--- config.mk ---
export PLATFORM = sky130hd
export DESIGN_NAME = energy_event_irq_mask_zero
export DESIGN_NICKNAME = d
export VERILOG_FILES = /design/src/inc/irq_mask_pkg.sv /design/src/hdl/energy_event_irq_mask_zero.sv
export SDC_FILE = /design/constraint.sdc
export NUM_CORES = 1
export LEC_CHECK = 0
export BUFFER_PORTS_ARGS = -buffer_cell sky130_fd_sc_hd__clkbuf_2
export CAP_MARGIN = 20
export CORE_ASPECT_RATIO = 1.4
export CORE_MARGIN = 2
export CORE_UTILIZATION = 50
export DETAILED_ROUTE_END_ITERATION = 7
export GPL_TIMING_DRIVEN = 1
export PLACE_DENSITY = 0.76
export SETUP_SLACK_MARGIN = 0.5
export SYNTH_ARGS = -nofsm -noshare
export SYNTH_HDL_FRONTEND = slang
export SYNTH_SLANG_ARGS = --single-unit
--- constraint.sdc ---
create_clock -name CLK -period 2 [get_ports CLK]
set_input_delay 0 -clock CLK [delete_from_list [all_inputs] [get_ports CLK]]
set_output_delay 0 -clock CLK [all_outputs]
set_load 0.01 [all_outputs]
--- src/inc/irq_mask_pkg.sv ---
// package: register map, field layout and carriers of the event mask block
`default_nettype none
package irq_mask_pkg;
   // register offsets
   localparam logic [15:0] EVENT_INTERRUPT_ENABLE_ZERO_ADDR = 16'hE50A;
   localparam logic [15:0] EVENT_STATUS_ZERO_ADDR          = 16'hE5F0;
   localparam logic [15:0] ACCUMULATION_MODE_ADDR          = 16'hE5F1;
   localparam logic [15:0] PULSE_OUTPUT_MODE_ADDR          = 16'hE5F2;
   localparam logic [15:0] HARMONIC_CONFIG_ADDR            = 16'hE5F3;
   localparam logic [15:0] HALF_LINE_CYCLE_COUNT_ADDR      = 16'hE5F4;

   // event bit positions, shared by status and mask
   localparam int TOTAL_ACTIVE_HF_BIT   = 0;
   localparam int FUND_ACTIVE_HF_BIT    = 1;
   localparam int FUND_REACTIVE_HF_BIT  = 3;
   localparam int APPARENT_HF_BIT       = 4;
   localparam int LINE_CYCLE_DONE_BIT   = 5;
   localparam int ACTIVE_SIGN_LSB       = 6;
   localparam int PATH_ONE_SUM_BIT      = 9;
   localparam int REACTIVE_SIGN_LSB     = 10;
   localparam int PATH_TWO_SUM_BIT      = 13;
   localparam int PULSE_FALL_LSB        = 14;
   localparam int RESET_COMPLETE_BIT    = 15;
   localparam int DSP_CYCLE_DONE_BIT    = 17;
   localparam int PATH_THREE_SUM_BIT    = 18;
   localparam int HARMONIC_UPDATE_BIT   = 19;

   // implemented mask bits; bit 2, bit 15 and bits 31:20 steer nothing
   localparam logic [31:0] MASK_STORED  = 32'h000F_FFFF;
   localparam logic [31:0] MASK_EFFECT  = 32'h000F_7FFB;
   localparam logic [31:0] MASK_RESET   = 32'h0000_0000;
   localparam logic [31:0] STATUS_RESET = 32'h0000_8000;

   // configuration fields
   localparam int ACTIVE_SIGN_SOURCE_BIT = 6;
   localparam int LINE_CYCLE_MODE_BIT    = 0;
   localparam int PULSE_DISABLE_LSB      = 9;
   localparam int HARMONIC_NO_SETTLE_BIT = 1;
   localparam int HARMONIC_SETTLE_LSB    = 3;
   localparam int HARMONIC_RATE_LSB      = 5;
   localparam logic [7:0]  ACCUMULATION_MODE_RESET = 8'h00;
   localparam logic [11:0] PULSE_OUTPUT_MODE_RESET = 12'h000;
   localparam logic [7:0]  HARMONIC_CONFIG_RESET   = 8'h00;
   localparam logic [15:0] HALF_LINE_CYCLE_RESET   = 16'h0000;

   // timing
   localparam int CLK_MHZ         = 100;
   localparam int SETTLE_UNIT_MS  = 1;
   localparam int SETTLE_UNIT_CYC = SETTLE_UNIT_MS * CLK_MHZ * 1000;

   typedef struct packed {
      logic [2:0] total_active;
      logic [2:0] fund_active;
      logic [2:0] fund_reactive;
      logic [2:0] apparent;
   } energy_bit30_t;

   typedef struct packed {
      logic [2:0] total_active;
      logic [2:0] fund_active;
      logic [2:0] fund_reactive;
      logic [2:0] path_sum;
   } power_sign_t;

   typedef struct packed {
      logic       line_cycle_done;
      logic       dsp_cycle_done;
      logic       harmonic_setup;
      logic       harmonic_update;
      logic       normal_mode_entry;
   } engine_pulse_t;
endpackage : irq_mask_pkg
`default_nettype wire

--- src/hdl/energy_event_irq_mask_zero.sv ---
// interrupt status, enable mask and request line for the metering events
//
// Overview of operation
// - mask bit 0 enables interrupt on bit 30 toggle of total active energy
// - mask bit 1 enables interrupt on bit 30 toggle of fundamental active
// - mask bit 2 never affects interrupt generation
// - mask bit 3 enables interrupt on bit 30 toggle of fundamental reactive
// - mask bit 4 enables interrupt on bit 30 toggle of apparent energy
// - mask bit 5 enables line-cycle completion interrupt in line-cycle mode
// - mask bits 6-8 enable per-phase active power sign change interrupts
// - mask bits 9, 13, 18 enable pulse-path power sum sign change interrupts
// - mask bits 10-12 enable per-phase fundamental reactive sign interrupts
// - mask bits 14 and 16 enable interrupts on pulse output one and three falling edges
// - pulse interrupts still occur while the pulse pin is disabled
// - mask bit 17 enables interrupt when the periodic DSP cycle completes
// - mask bit 19 enables harmonic update interrupts after settling delay
// - with no-settle bit set, harmonic interrupts start right after setup
// - mask bits above 19 are reserved and do nothing
// - reset-complete always pulls the request line low, mask ignored
//
// Local design decision: strobed register access.
`default_nettype none
module energy_event_irq_mask_zero
   import irq_mask_pkg::*;
#(
   parameter int SETTLE_UNIT_CYCLES = SETTLE_UNIT_CYC
) (
   // clock and reset
   input  wire logic          CLK,
   input  wire logic          SRST,
   // register port
   input  wire logic [15:0]   ADDR,
   input  wire logic [31:0]   WDATA,
   input  wire logic          WR,
   input  wire logic          RD,
   output logic      [31:0]   RDATA,
   // event sources
   input  wire energy_bit30_t ENERGY_BIT30,
   input  wire power_sign_t   POWER_SIGN,
   input  wire engine_pulse_t ENGINE_PULSE,
   input  wire logic [2:0]    PULSE_LEVEL,
   // pulse pins and configuration to the datapath
   output logic      [2:0]    PULSE_OUTPUT_N,
   output logic      [8:0]    PULSE_SOURCE_SELECT,
   output logic      [15:0]   HALF_LINE_CYCLES,
   output logic      [2:0]    HARMONIC_RATE,
   output logic               LINE_CYCLE_MODE,
   // interrupt
   output logic               INTERRUPT_REQUEST_ONE_N
);

   logic [31:0]   mask_r;
   logic [31:0]   status_r;
   logic [31:0]   status_nxt;
   logic [31:0]   events;
   logic [31:0]   rdata_nxt;
   logic [7:0]    acc_mode_r;
   logic [11:0]   pulse_mode_r;
   logic [7:0]    harm_cfg_r;
   logic [15:0]   half_cycles_r;
   energy_bit30_t bit30_prev_r;
   power_sign_t   sign_prev_r;
   logic [2:0]    pulse_prev_r;
   logic          primed_r;
   logic [2:0]    active_sign;
   logic [2:0]    active_sign_prev;
   logic [23:0]   settle_cnt_r;
   logic          settled_r;
   logic          harm_event;
   logic          irq_n_nxt;

   // register map seen by software; narrow registers read zero above:
   //    event_interrupt_enable_zero  32 bits, bits 19:0 kept
   //    event status                 32 bits, cleared by a read
   //    accumulation_mode             8 bits
   //    pulse_output_mode            12 bits, selects 8:0, disables 11:9
   //    harmonic_config               8 bits
   //    half_line_cycle_count        16 bits
   // offsets are the package's address constants
   // unmapped reads return zero and unmapped writes are dropped

   ////////////////////////////////////////////////////////////////////////////
   // register writes
   always_ff @(posedge CLK) begin
      if (SRST) begin
         mask_r <= MASK_RESET;
      end else if (WR && ADDR == EVENT_INTERRUPT_ENABLE_ZERO_ADDR) begin
         // reserved upper bits are dropped so they read back as zero
         mask_r <= WDATA & MASK_STORED;
      end
   end

   always_ff @(posedge CLK) begin
      if (SRST) begin
         acc_mode_r <= ACCUMULATION_MODE_RESET;
      end else if (WR && ADDR == ACCUMULATION_MODE_ADDR) begin
         acc_mode_r <= WDATA[7:0];
      end
   end

   always_ff @(posedge CLK) begin
      if (SRST) begin
         pulse_mode_r <= PULSE_OUTPUT_MODE_RESET;
      end else if (WR && ADDR == PULSE_OUTPUT_MODE_ADDR) begin
         pulse_mode_r <= WDATA[11:0];
      end
   end

   always_ff @(posedge CLK) begin
      if (SRST) begin
         harm_cfg_r <= HARMONIC_CONFIG_RESET;
      end else if (WR && ADDR == HARMONIC_CONFIG_ADDR) begin
         harm_cfg_r <= WDATA[7:0];
      end
   end

   always_ff @(posedge CLK) begin
      if (SRST) begin
         half_cycles_r <= HALF_LINE_CYCLE_RESET;
      end else if (WR && ADDR == HALF_LINE_CYCLE_COUNT_ADDR) begin
         half_cycles_r <= WDATA[15:0];
      end
   end

   ////////////////////////////////////////////////////////////////////////////
   // previous samples for edge and toggle detection
   always_ff @(posedge CLK) begin
      if (SRST) begin
         bit30_prev_r <= '0;
      end else begin
         bit30_prev_r <= ENERGY_BIT30;
      end
   end

   always_ff @(posedge CLK) begin
      if (SRST) begin
         sign_prev_r <= '0;
      end else begin
         sign_prev_r <= POWER_SIGN;
      end
   end

   always_ff @(posedge CLK) begin
      if (SRST) begin
         pulse_prev_r <= 3'h7;
      end else begin
         pulse_prev_r <= PULSE_LEVEL;
      end
   end

   always_ff @(posedge CLK) begin
      if (SRST) begin
         primed_r <= 1'b0;
      end else begin
         // first sample after reset only seeds the history
         primed_r <= 1'b1;
      end
   end

   // selected active power flavour per phase
   always_comb begin
      if (acc_mode_r[ACTIVE_SIGN_SOURCE_BIT]) begin
         active_sign      = POWER_SIGN.fund_active;
         active_sign_prev = sign_prev_r.fund_active;
      end else begin
         active_sign      = POWER_SIGN.total_active;
         active_sign_prev = sign_prev_r.total_active;
      end
   end

   ////////////////////////////////////////////////////////////////////////////
   // harmonic settling timer, restarted by every harmonic setup
   always_ff @(posedge CLK) begin
      if (SRST) begin
         settle_cnt_r <= 24'h00_0000;
      end else if (ENGINE_PULSE.harmonic_setup) begin
         // settle time grows in whole units with the field value
         settle_cnt_r <= 24'(SETTLE_UNIT_CYCLES *
            (int'(harm_cfg_r[HARMONIC_SETTLE_LSB +: 2]) + 1));
      end else if (settle_cnt_r != 24'h00_0000) begin
         settle_cnt_r <= settle_cnt_r - 24'h00_0001;
      end
   end

   always_ff @(posedge CLK) begin
      if (SRST) begin
         settled_r <= 1'b0;
      end else if (ENGINE_PULSE.harmonic_setup) begin
         settled_r <= harm_cfg_r[HARMONIC_NO_SETTLE_BIT];
      end else if (settle_cnt_r == 24'h00_0001) begin
         // stays set until the next setup restarts the wait
         settled_r <= 1'b1;
      end
   end

   always_comb begin
      harm_event = ENGINE_PULSE.harmonic_update &&
         (settled_r || harm_cfg_r[HARMONIC_NO_SETTLE_BIT]);
   end

   // status and mask share one layout:
   //    0  total active energy bit 30 toggle
   //    1  fundamental active energy bit 30 toggle
   //    2  unused
   //    3  fundamental reactive energy bit 30 toggle
   //    4  apparent energy bit 30 toggle
   //    5  line-cycle accumulation done
   //    6  phase A active power sign change
   //    7  phase B active power sign change
   //    8  phase C active power sign change
   //    9  pulse path one summed power sign change
   //   10  phase A fundamental reactive sign change
   //   11  phase B fundamental reactive sign change
   //   12  phase C fundamental reactive sign change
   //   13  pulse path two summed power sign change
   //   14  pulse output one falling edge
   //   15  pulse output two falling edge, or reset complete
   //   16  pulse output three falling edge
   //   17  signal-processing cycle done
   //   18  pulse path three summed power sign change
   //   19  harmonic results updated
   //   31:20 unused, read as zero
   // status bit 15 cannot be masked, so pulse output two is unmaskable

   ////////////////////////////////////////////////////////////////////////////
   // event vector in status layout
   always_comb begin
      events = 32'h0000_0000;
      // toggles need an earlier sample, so the first cycle is skipped
      if (primed_r) begin
         events[TOTAL_ACTIVE_HF_BIT]  =
            |(ENERGY_BIT30.total_active ^ bit30_prev_r.total_active);
         events[FUND_ACTIVE_HF_BIT]   =
            |(ENERGY_BIT30.fund_active ^ bit30_prev_r.fund_active);
         events[FUND_REACTIVE_HF_BIT] =
            |(ENERGY_BIT30.fund_reactive ^ bit30_prev_r.fund_reactive);
         events[APPARENT_HF_BIT]      =
            |(ENERGY_BIT30.apparent ^ bit30_prev_r.apparent);
         events[ACTIVE_SIGN_LSB +: 3] = active_sign ^ active_sign_prev;
         events[REACTIVE_SIGN_LSB +: 3] =
            POWER_SIGN.fund_reactive ^ sign_prev_r.fund_reactive;
         events[PATH_ONE_SUM_BIT]     =
            POWER_SIGN.path_sum[0] ^ sign_prev_r.path_sum[0];
         events[PATH_TWO_SUM_BIT]     =
            POWER_SIGN.path_sum[1] ^ sign_prev_r.path_sum[1];
         events[PATH_THREE_SUM_BIT]   =
            POWER_SIGN.path_sum[2] ^ sign_prev_r.path_sum[2];
         // taken from the internal level, so a disabled pin still counts
         events[PULSE_FALL_LSB +: 3]  = pulse_prev_r & ~PULSE_LEVEL;
      end
      events[LINE_CYCLE_DONE_BIT] = ENGINE_PULSE.line_cycle_done &&
         acc_mode_r[LINE_CYCLE_MODE_BIT];
      events[DSP_CYCLE_DONE_BIT]  = ENGINE_PULSE.dsp_cycle_done;
      events[HARMONIC_UPDATE_BIT] = harm_event;
      // pulse two fall and reset-complete share bit 15, so both feed it
      events[RESET_COMPLETE_BIT]  = events[RESET_COMPLETE_BIT] |
         ENGINE_PULSE.normal_mode_entry;
   end

   ////////////////////////////////////////////////////////////////////////////
   // sticky status, cleared by a read; a new event beats the clear
   always_comb begin
      status_nxt = status_r;
      if (RD && ADDR == EVENT_STATUS_ZERO_ADDR) begin
         status_nxt = 32'h0000_0000;
      end
      status_nxt = status_nxt | events;
   end

   always_ff @(posedge CLK) begin
      if (SRST) begin
         // reset-complete comes up set, so the line drops after release
         status_r <= STATUS_RESET;
      end else begin
         status_r <= status_nxt;
      end
   end

   // bits 2 and 15 of the mask and all reserved bits are ignored here
   always_comb begin
      irq_n_nxt = ~(|(status_r & mask_r & MASK_EFFECT)
         | status_r[RESET_COMPLETE_BIT]);
   end

   always_ff @(posedge CLK) begin
      if (SRST) begin
         INTERRUPT_REQUEST_ONE_N <= 1'b1;
      end else begin
         INTERRUPT_REQUEST_ONE_N <= irq_n_nxt;
      end
   end

   ////////////////////////////////////////////////////////////////////////////
   // read data, one cycle after the strobe, zero otherwise
   always_comb begin
      rdata_nxt = 32'h0000_0000;
      if (RD) begin
         unique case (ADDR)
            EVENT_INTERRUPT_ENABLE_ZERO_ADDR: begin
               rdata_nxt = mask_r;
            end
            EVENT_STATUS_ZERO_ADDR: begin
               // flags as they stood before the read clears them
               rdata_nxt = status_r;
            end
            ACCUMULATION_MODE_ADDR: begin
               rdata_nxt = {24'h00_0000, acc_mode_r};
            end
            PULSE_OUTPUT_MODE_ADDR: begin
               rdata_nxt = {20'h0_0000, pulse_mode_r};
            end
            HARMONIC_CONFIG_ADDR: begin
               rdata_nxt = {24'h00_0000, harm_cfg_r};
            end
            HALF_LINE_CYCLE_COUNT_ADDR: begin
               rdata_nxt = {16'h0000, half_cycles_r};
            end
            default:                    rdata_nxt = 32'h0000_0000;
         endcase
      end
   end

   always_ff @(posedge CLK) begin
      if (SRST) begin
         RDATA <= 32'h0000_0000;
      end else begin
         RDATA <= rdata_nxt;
      end
   end

   ////////////////////////////////////////////////////////////////////////////
   // pins and configuration outputs
   always_ff @(posedge CLK) begin
      if (SRST) begin
         PULSE_OUTPUT_N <= 3'h7;
      end else begin
         // a disabled pin idles high; the interrupt path is unaffected
         PULSE_OUTPUT_N <= PULSE_LEVEL |
            pulse_mode_r[PULSE_DISABLE_LSB +: 3];
      end
   end

   always_ff @(posedge CLK) begin
      if (SRST) begin
         PULSE_SOURCE_SELECT <= 9'h000;
      end else begin
         PULSE_SOURCE_SELECT <= pulse_mode_r[8:0];
      end
   end

   always_ff @(posedge CLK) begin
      if (SRST) begin
         HALF_LINE_CYCLES <= HALF_LINE_CYCLE_RESET;
      end else begin
         HALF_LINE_CYCLES <= half_cycles_r;
      end
   end

   always_ff @(posedge CLK) begin
      if (SRST) begin
         HARMONIC_RATE <= 3'h0;
      end else begin
         HARMONIC_RATE <= harm_cfg_r[HARMONIC_RATE_LSB +: 3];
      end
   end

   always_ff @(posedge CLK) begin
      if (SRST) begin
         LINE_CYCLE_MODE <= 1'b0;
      end else begin
         LINE_CYCLE_MODE <= acc_mode_r[LINE_CYCLE_MODE_BIT];
      end
   end

endmodule : energy_event_irq_mask_zero
`default_nettype wire

==> run summary <==
Internal power comes to 6.22 mW. The count of buffers inserted at the top-level ports works out to 124. After detailed routing, the number of vias per cell comes to 5.58.

Global routing consumed, on the met1 layer, 30.4% of the routing resources. Timing analysis after detailed placement gives a worst setup slack of 0.0896 ns. The logs give 14900 sq um for the core box area and 14.0 mm for the HPWL after detailed placement. For this design the total switching power over the nets is 2.16 mW. Clock-pin slew was measured on the worst setup and hold paths at 0.07 ns.

The final route contains 6911 vias. Excluding fillers, the count of instances in the completed layout stands at 1238. The family with the most delay on the worst path was simple AND/OR/NAND/NOR gates.

The run gives 1109 as the number of placed instances with taps included. The power per cell area was 811 nW/um^2. The mean instance size in the synthesized netlist is 9.35 sq um.

The flow ran to the end, and the final reports show no timing, DRC or antenna violations. The register bit total from synthesis was 189. TritonCTS built the clock tree.

Yosys mapped a number of flops with a built-in enable equal to 0. The filler cell count in the final layout came out at 1117. For the clock sink total, the log shows 189. The total inserted antenna cells is 0, and the actual slew at the worst max-slew pin is 0.552 ns. The logs give 50.8% for the initial cell density of the core and 63 for the number of unique standard cell types used by synthesis. The static leakage power was 4.13 nW; the signal arrival time at the worst endpoint was 2.27 ns. Yosys printed 0 warnings. The synthesized-area fraction occupied by ao, oa, aoi and oai cells came out at 12.9%. The max-cap check violation count was 0. The worst setup path is launched from a flop. Worst hold margin: 0.0285 ns.

The final net count was 1129; the post-detailed-route wirelength per cell was 17.4 um. The slowest stage of the critical path belongs to the cell sky130_fd_sc_hd__or3_4. For this run, design rule violations remaining after detail routing come to 0.

The multiplexer fraction of the synthesized cell area is 4.48%. Across every metal layer, demand over resource in global routing totals 26.9%. Clock latency on the worst-skew pair, taken at its later pin, is 0.43 ns. By area the synthesized netlist is led by sky130_fd_sc_hd__dfxtp_1 (50%), sky130_fd_sc_hd__nor2b_1 (4.6%), sky130_fd_sc_hd__a21oi_1 (4.6%), sky130_fd_sc_hd__nand3_1 (3.8%), sky130_fd_sc_hd__nand2_1 (3.7%). Via count of the first global-routing pass: 6695.

The logs give 0 for the remaining antenna violation count and 487 for the number of DRC markers in iteration 0. Horizontal extent of the die: 108 um. The synthesized design spends more area on one cell type than any other, namely sky130_fd_sc_hd__dfxtp_1. Once placement finished, the instance area stood at 8560 sq um.

After synthesis, the share of flip-flops with an asynchronous set or reset is 0%. The clock share of power came out at 39.1%. Walking the worst path, the cells encountered are inv_4 > ha_4 > nor3b_4 > nand3_2 > or3_4 > or4_1 > a21oi_1. In the final layout, the share of cells above drive strength 1 is 29.3%. The synthesized-area fraction occupied by adder cells works out to 1.82%. For this run, the leading register cell type out of synthesis is sky130_fd_sc_hd__dfxtp_1. After synthesis, the most frequently instantiated cells are sky130_fd_sc_hd__dfxtp_1 (189), sky130_fd_sc_hd__nand2_1 (74), sky130_fd_sc_hd__nor2_1 (70).

The buffering stage count on the worst path with inverters included is 1. STA classifies the critical path endpoint as a flop. sky130_fd_sc_hd__dfxtp_1 is the most common cell in the netlist. After routing the design area is 10300 sq um. The number of detailed-route iterations in the first pass was 6; the portion of the clock cycle consumed by the worst path in the final layout was 95.5%. In this run, the combinational gates consume 13.6% of the power. The floorplan step defined a die boundary enclosing 16200 sq um. At the end of routability-driven placement, the weighted congestion stood at 0.879. Along the worst path, the maximum fanout reaches 4. The routed wire length was 21.6 mm; the fraction of power spent switching nets was 25.8%. The tree is rooted in a sky130_fd_sc_hd__clkbuf_16.

The peak supply drop is 597 uV, and the top-area cell type share of the netlist area is 49.9%. Relative to the synthesized area, the layout overhead comes to 36.5%. Setup repair after global routing could not meet its margin everywhere.

The number of failing hold endpoints at the final stage was 0. For this run, the top clock speed supported by timing is 0.524 GHz. For the final worst slack, the log shows 0.0907 ns. The critical path class was reg -> reg. Of the total synthesized cell area, the portion taken by XOR and XNOR cells is 5.20%. Y dimension of the die: 150 um.

In this design, the stage delay of the slowest critical-path cell is 0.40 ns. The run gives 0 as the number of failing setup endpoints in the final timing report. The number of standard cells after synthesis came out at 810. On the final layout, the worst clock skew is 0.00881 ns. The logs give 63.2% for the tightest slew margin relative to the limit and 0 for the number of antenna violations at the first check in global routing.

The H-tree generated during clock tree synthesis spans 4 levels. The post-route minimum period came out at 1.91 ns. Summing every instance area after synthesis gives 7580 sq um.

The highest-utilization routing layer at the global route stage was met2. The required time of the critical path came out at 2.36 ns. Entering global routing, the biggest net connects 91 pins. In this run the core area contains 53 standard-cell rows.

The routing usage on met2 was 48.2%; the final global-route overflow total was 0. Worst min-delay path class: in -> reg. The logs give 17 for the number of buffers inserted during clock tree synthesis and 149 for the top-level port count. At the end of the flow the core is filled with cells to 69.3%.

The area share of and/or/nand/nor cells after synthesis works out to 21.5%. The first global-routing pass estimated 33.6 mm of wire. Main combinational cell family by area after synthesis: simple AND/OR/NAND/NOR gates. Registers are responsible for 47.4% of the overall power. The final max-slew violation count was 0; the sequential fraction of the synthesis area was 49.9%. The fraction of met3 tracks used by global routing was 3.96%; the maximum root-to-sink buffer count was 2.
[tightest hold or removal path: stages]
cell and delay (ns):
sky130_fd_sc_hd__clkbuf_2 0.13, sky130_fd_sc_hd__a21oi_1 0.14, sky130_fd_sc_hd__o2bb2ai_1 0.14
[final timing paths]
path         slack [ns]               end  depth (start not counted)             from
max                0.09  settle_cnt_r[22]                          7  settle_cnt_r[0]
min                0.03      status_r[14]                          3               RD
max reg2reg        0.09  settle_cnt_r[22]                          7  settle_cnt_r[0]
min reg2reg        0.44      status_r[16]                          2  pulse_prev_r[2]
[logic make-up after synthesis]
group / after synthesis
buffers and inverters: 68
flip-flops: 189
AND/OR/NAND/NOR: 321
other: 1
AO/OA/AOI/OAI: 150
adder cells (fa/ha/maj): 11
multiplexers: 25
XOR/XNOR: 45
[final cells by class]
cell class | count | area, sq um | share of cell area, %
inverters | 8 | 32.5 | 0.315
multi-input cells | 565 | 3870 | 37.4
flip-flops and latches | 189 | 3820 | 36.9
repair buffers | 253 | 1810 | 17.5
clock inverters | 12 | 128 | 1.23
well taps | 192 | 240 | 2.32
clock buffers | 19 | 443 | 4.28
[layout by cell type, fill, tap and decap left out, types with 31 or more instances in the layout]
master / count
sky130_fd_sc_hd__dlygate4sd3_1: 64
sky130_fd_sc_hd__dfxtp_1: 173
sky130_fd_sc_hd__nor2_1: 67
sky130_fd_sc_hd__nand2_1: 69
sky130_fd_sc_hd__a22oi_1: 31
sky130_fd_sc_hd__buf_4: 52
sky130_fd_sc_hd__nand3_1: 56
sky130_fd_sc_hd__nor2b_1: 55
sky130_fd_sc_hd__clkbuf_2: 122
sky130_fd_sc_hd__a21oi_1: 63
[what timing repair did]
| item | in CTS | in global routing |
|---|---|---|
| pin swaps | 26 | 27 |
| endpoints found under the setup margin | 25 | 41 |
| setup buffers | 25 | 7 |
| hold buffers | 64 | 0 |
| cloned | 1 | 1 |
| resized for setup | 49 | 33 |
| endpoints found under the hold margin | 109 | 0 |
[stage by stage]
stage / setup TNS [ns] / total power [mW]
2_1_floorplan: 0 / 4.52
3_3_place_gp: 0 / 4.78
3_5_place_dp: 0 / 4.79
4_1_cts: 0 / 8.29
5_1_grt: -0.0163 / 8.68
6_report: 0 / 8.38
[power by group through the flow]
stage | Clock [mW] | Sequential, mW | Combinational (mW)
final | 3.28 | 3.97 | 1.14
after global routing | 3.48 | 3.98 | 1.22
after floorplan | 0 | 4.01 | 0.506
after global placement | 0 | 4.04 | 0.737
after CTS | 3.32 | 3.96 | 1.01
after detailed placement | 0 | 4.05 | 0.742
[flip-flops by register name (all words and copies together) (netlist names), 3 cells and up]
signal,count
pulse_prev_r,3
settle_cnt_r,24
PULSE_OUTPUT_N,3
acc_mode_r,8
bit30_prev_r,12
harm_cfg_r,8
status_r,19
sign_prev_r,12
RDATA,20
half_cycles_r,16
mask_r,20
PULSE_SOURCE_SELECT,9
HARMONIC_RATE,3
HALF_LINE_CYCLES,16
pulse_mode_r,12
[metal layers]
layer	up-vias	wire length [um]
met4	0	989
met3	77	1140
met1	3267	7930
met5	-	0
li1	3286	-
met2	281	11500
(Power assumes the default switching activity.)
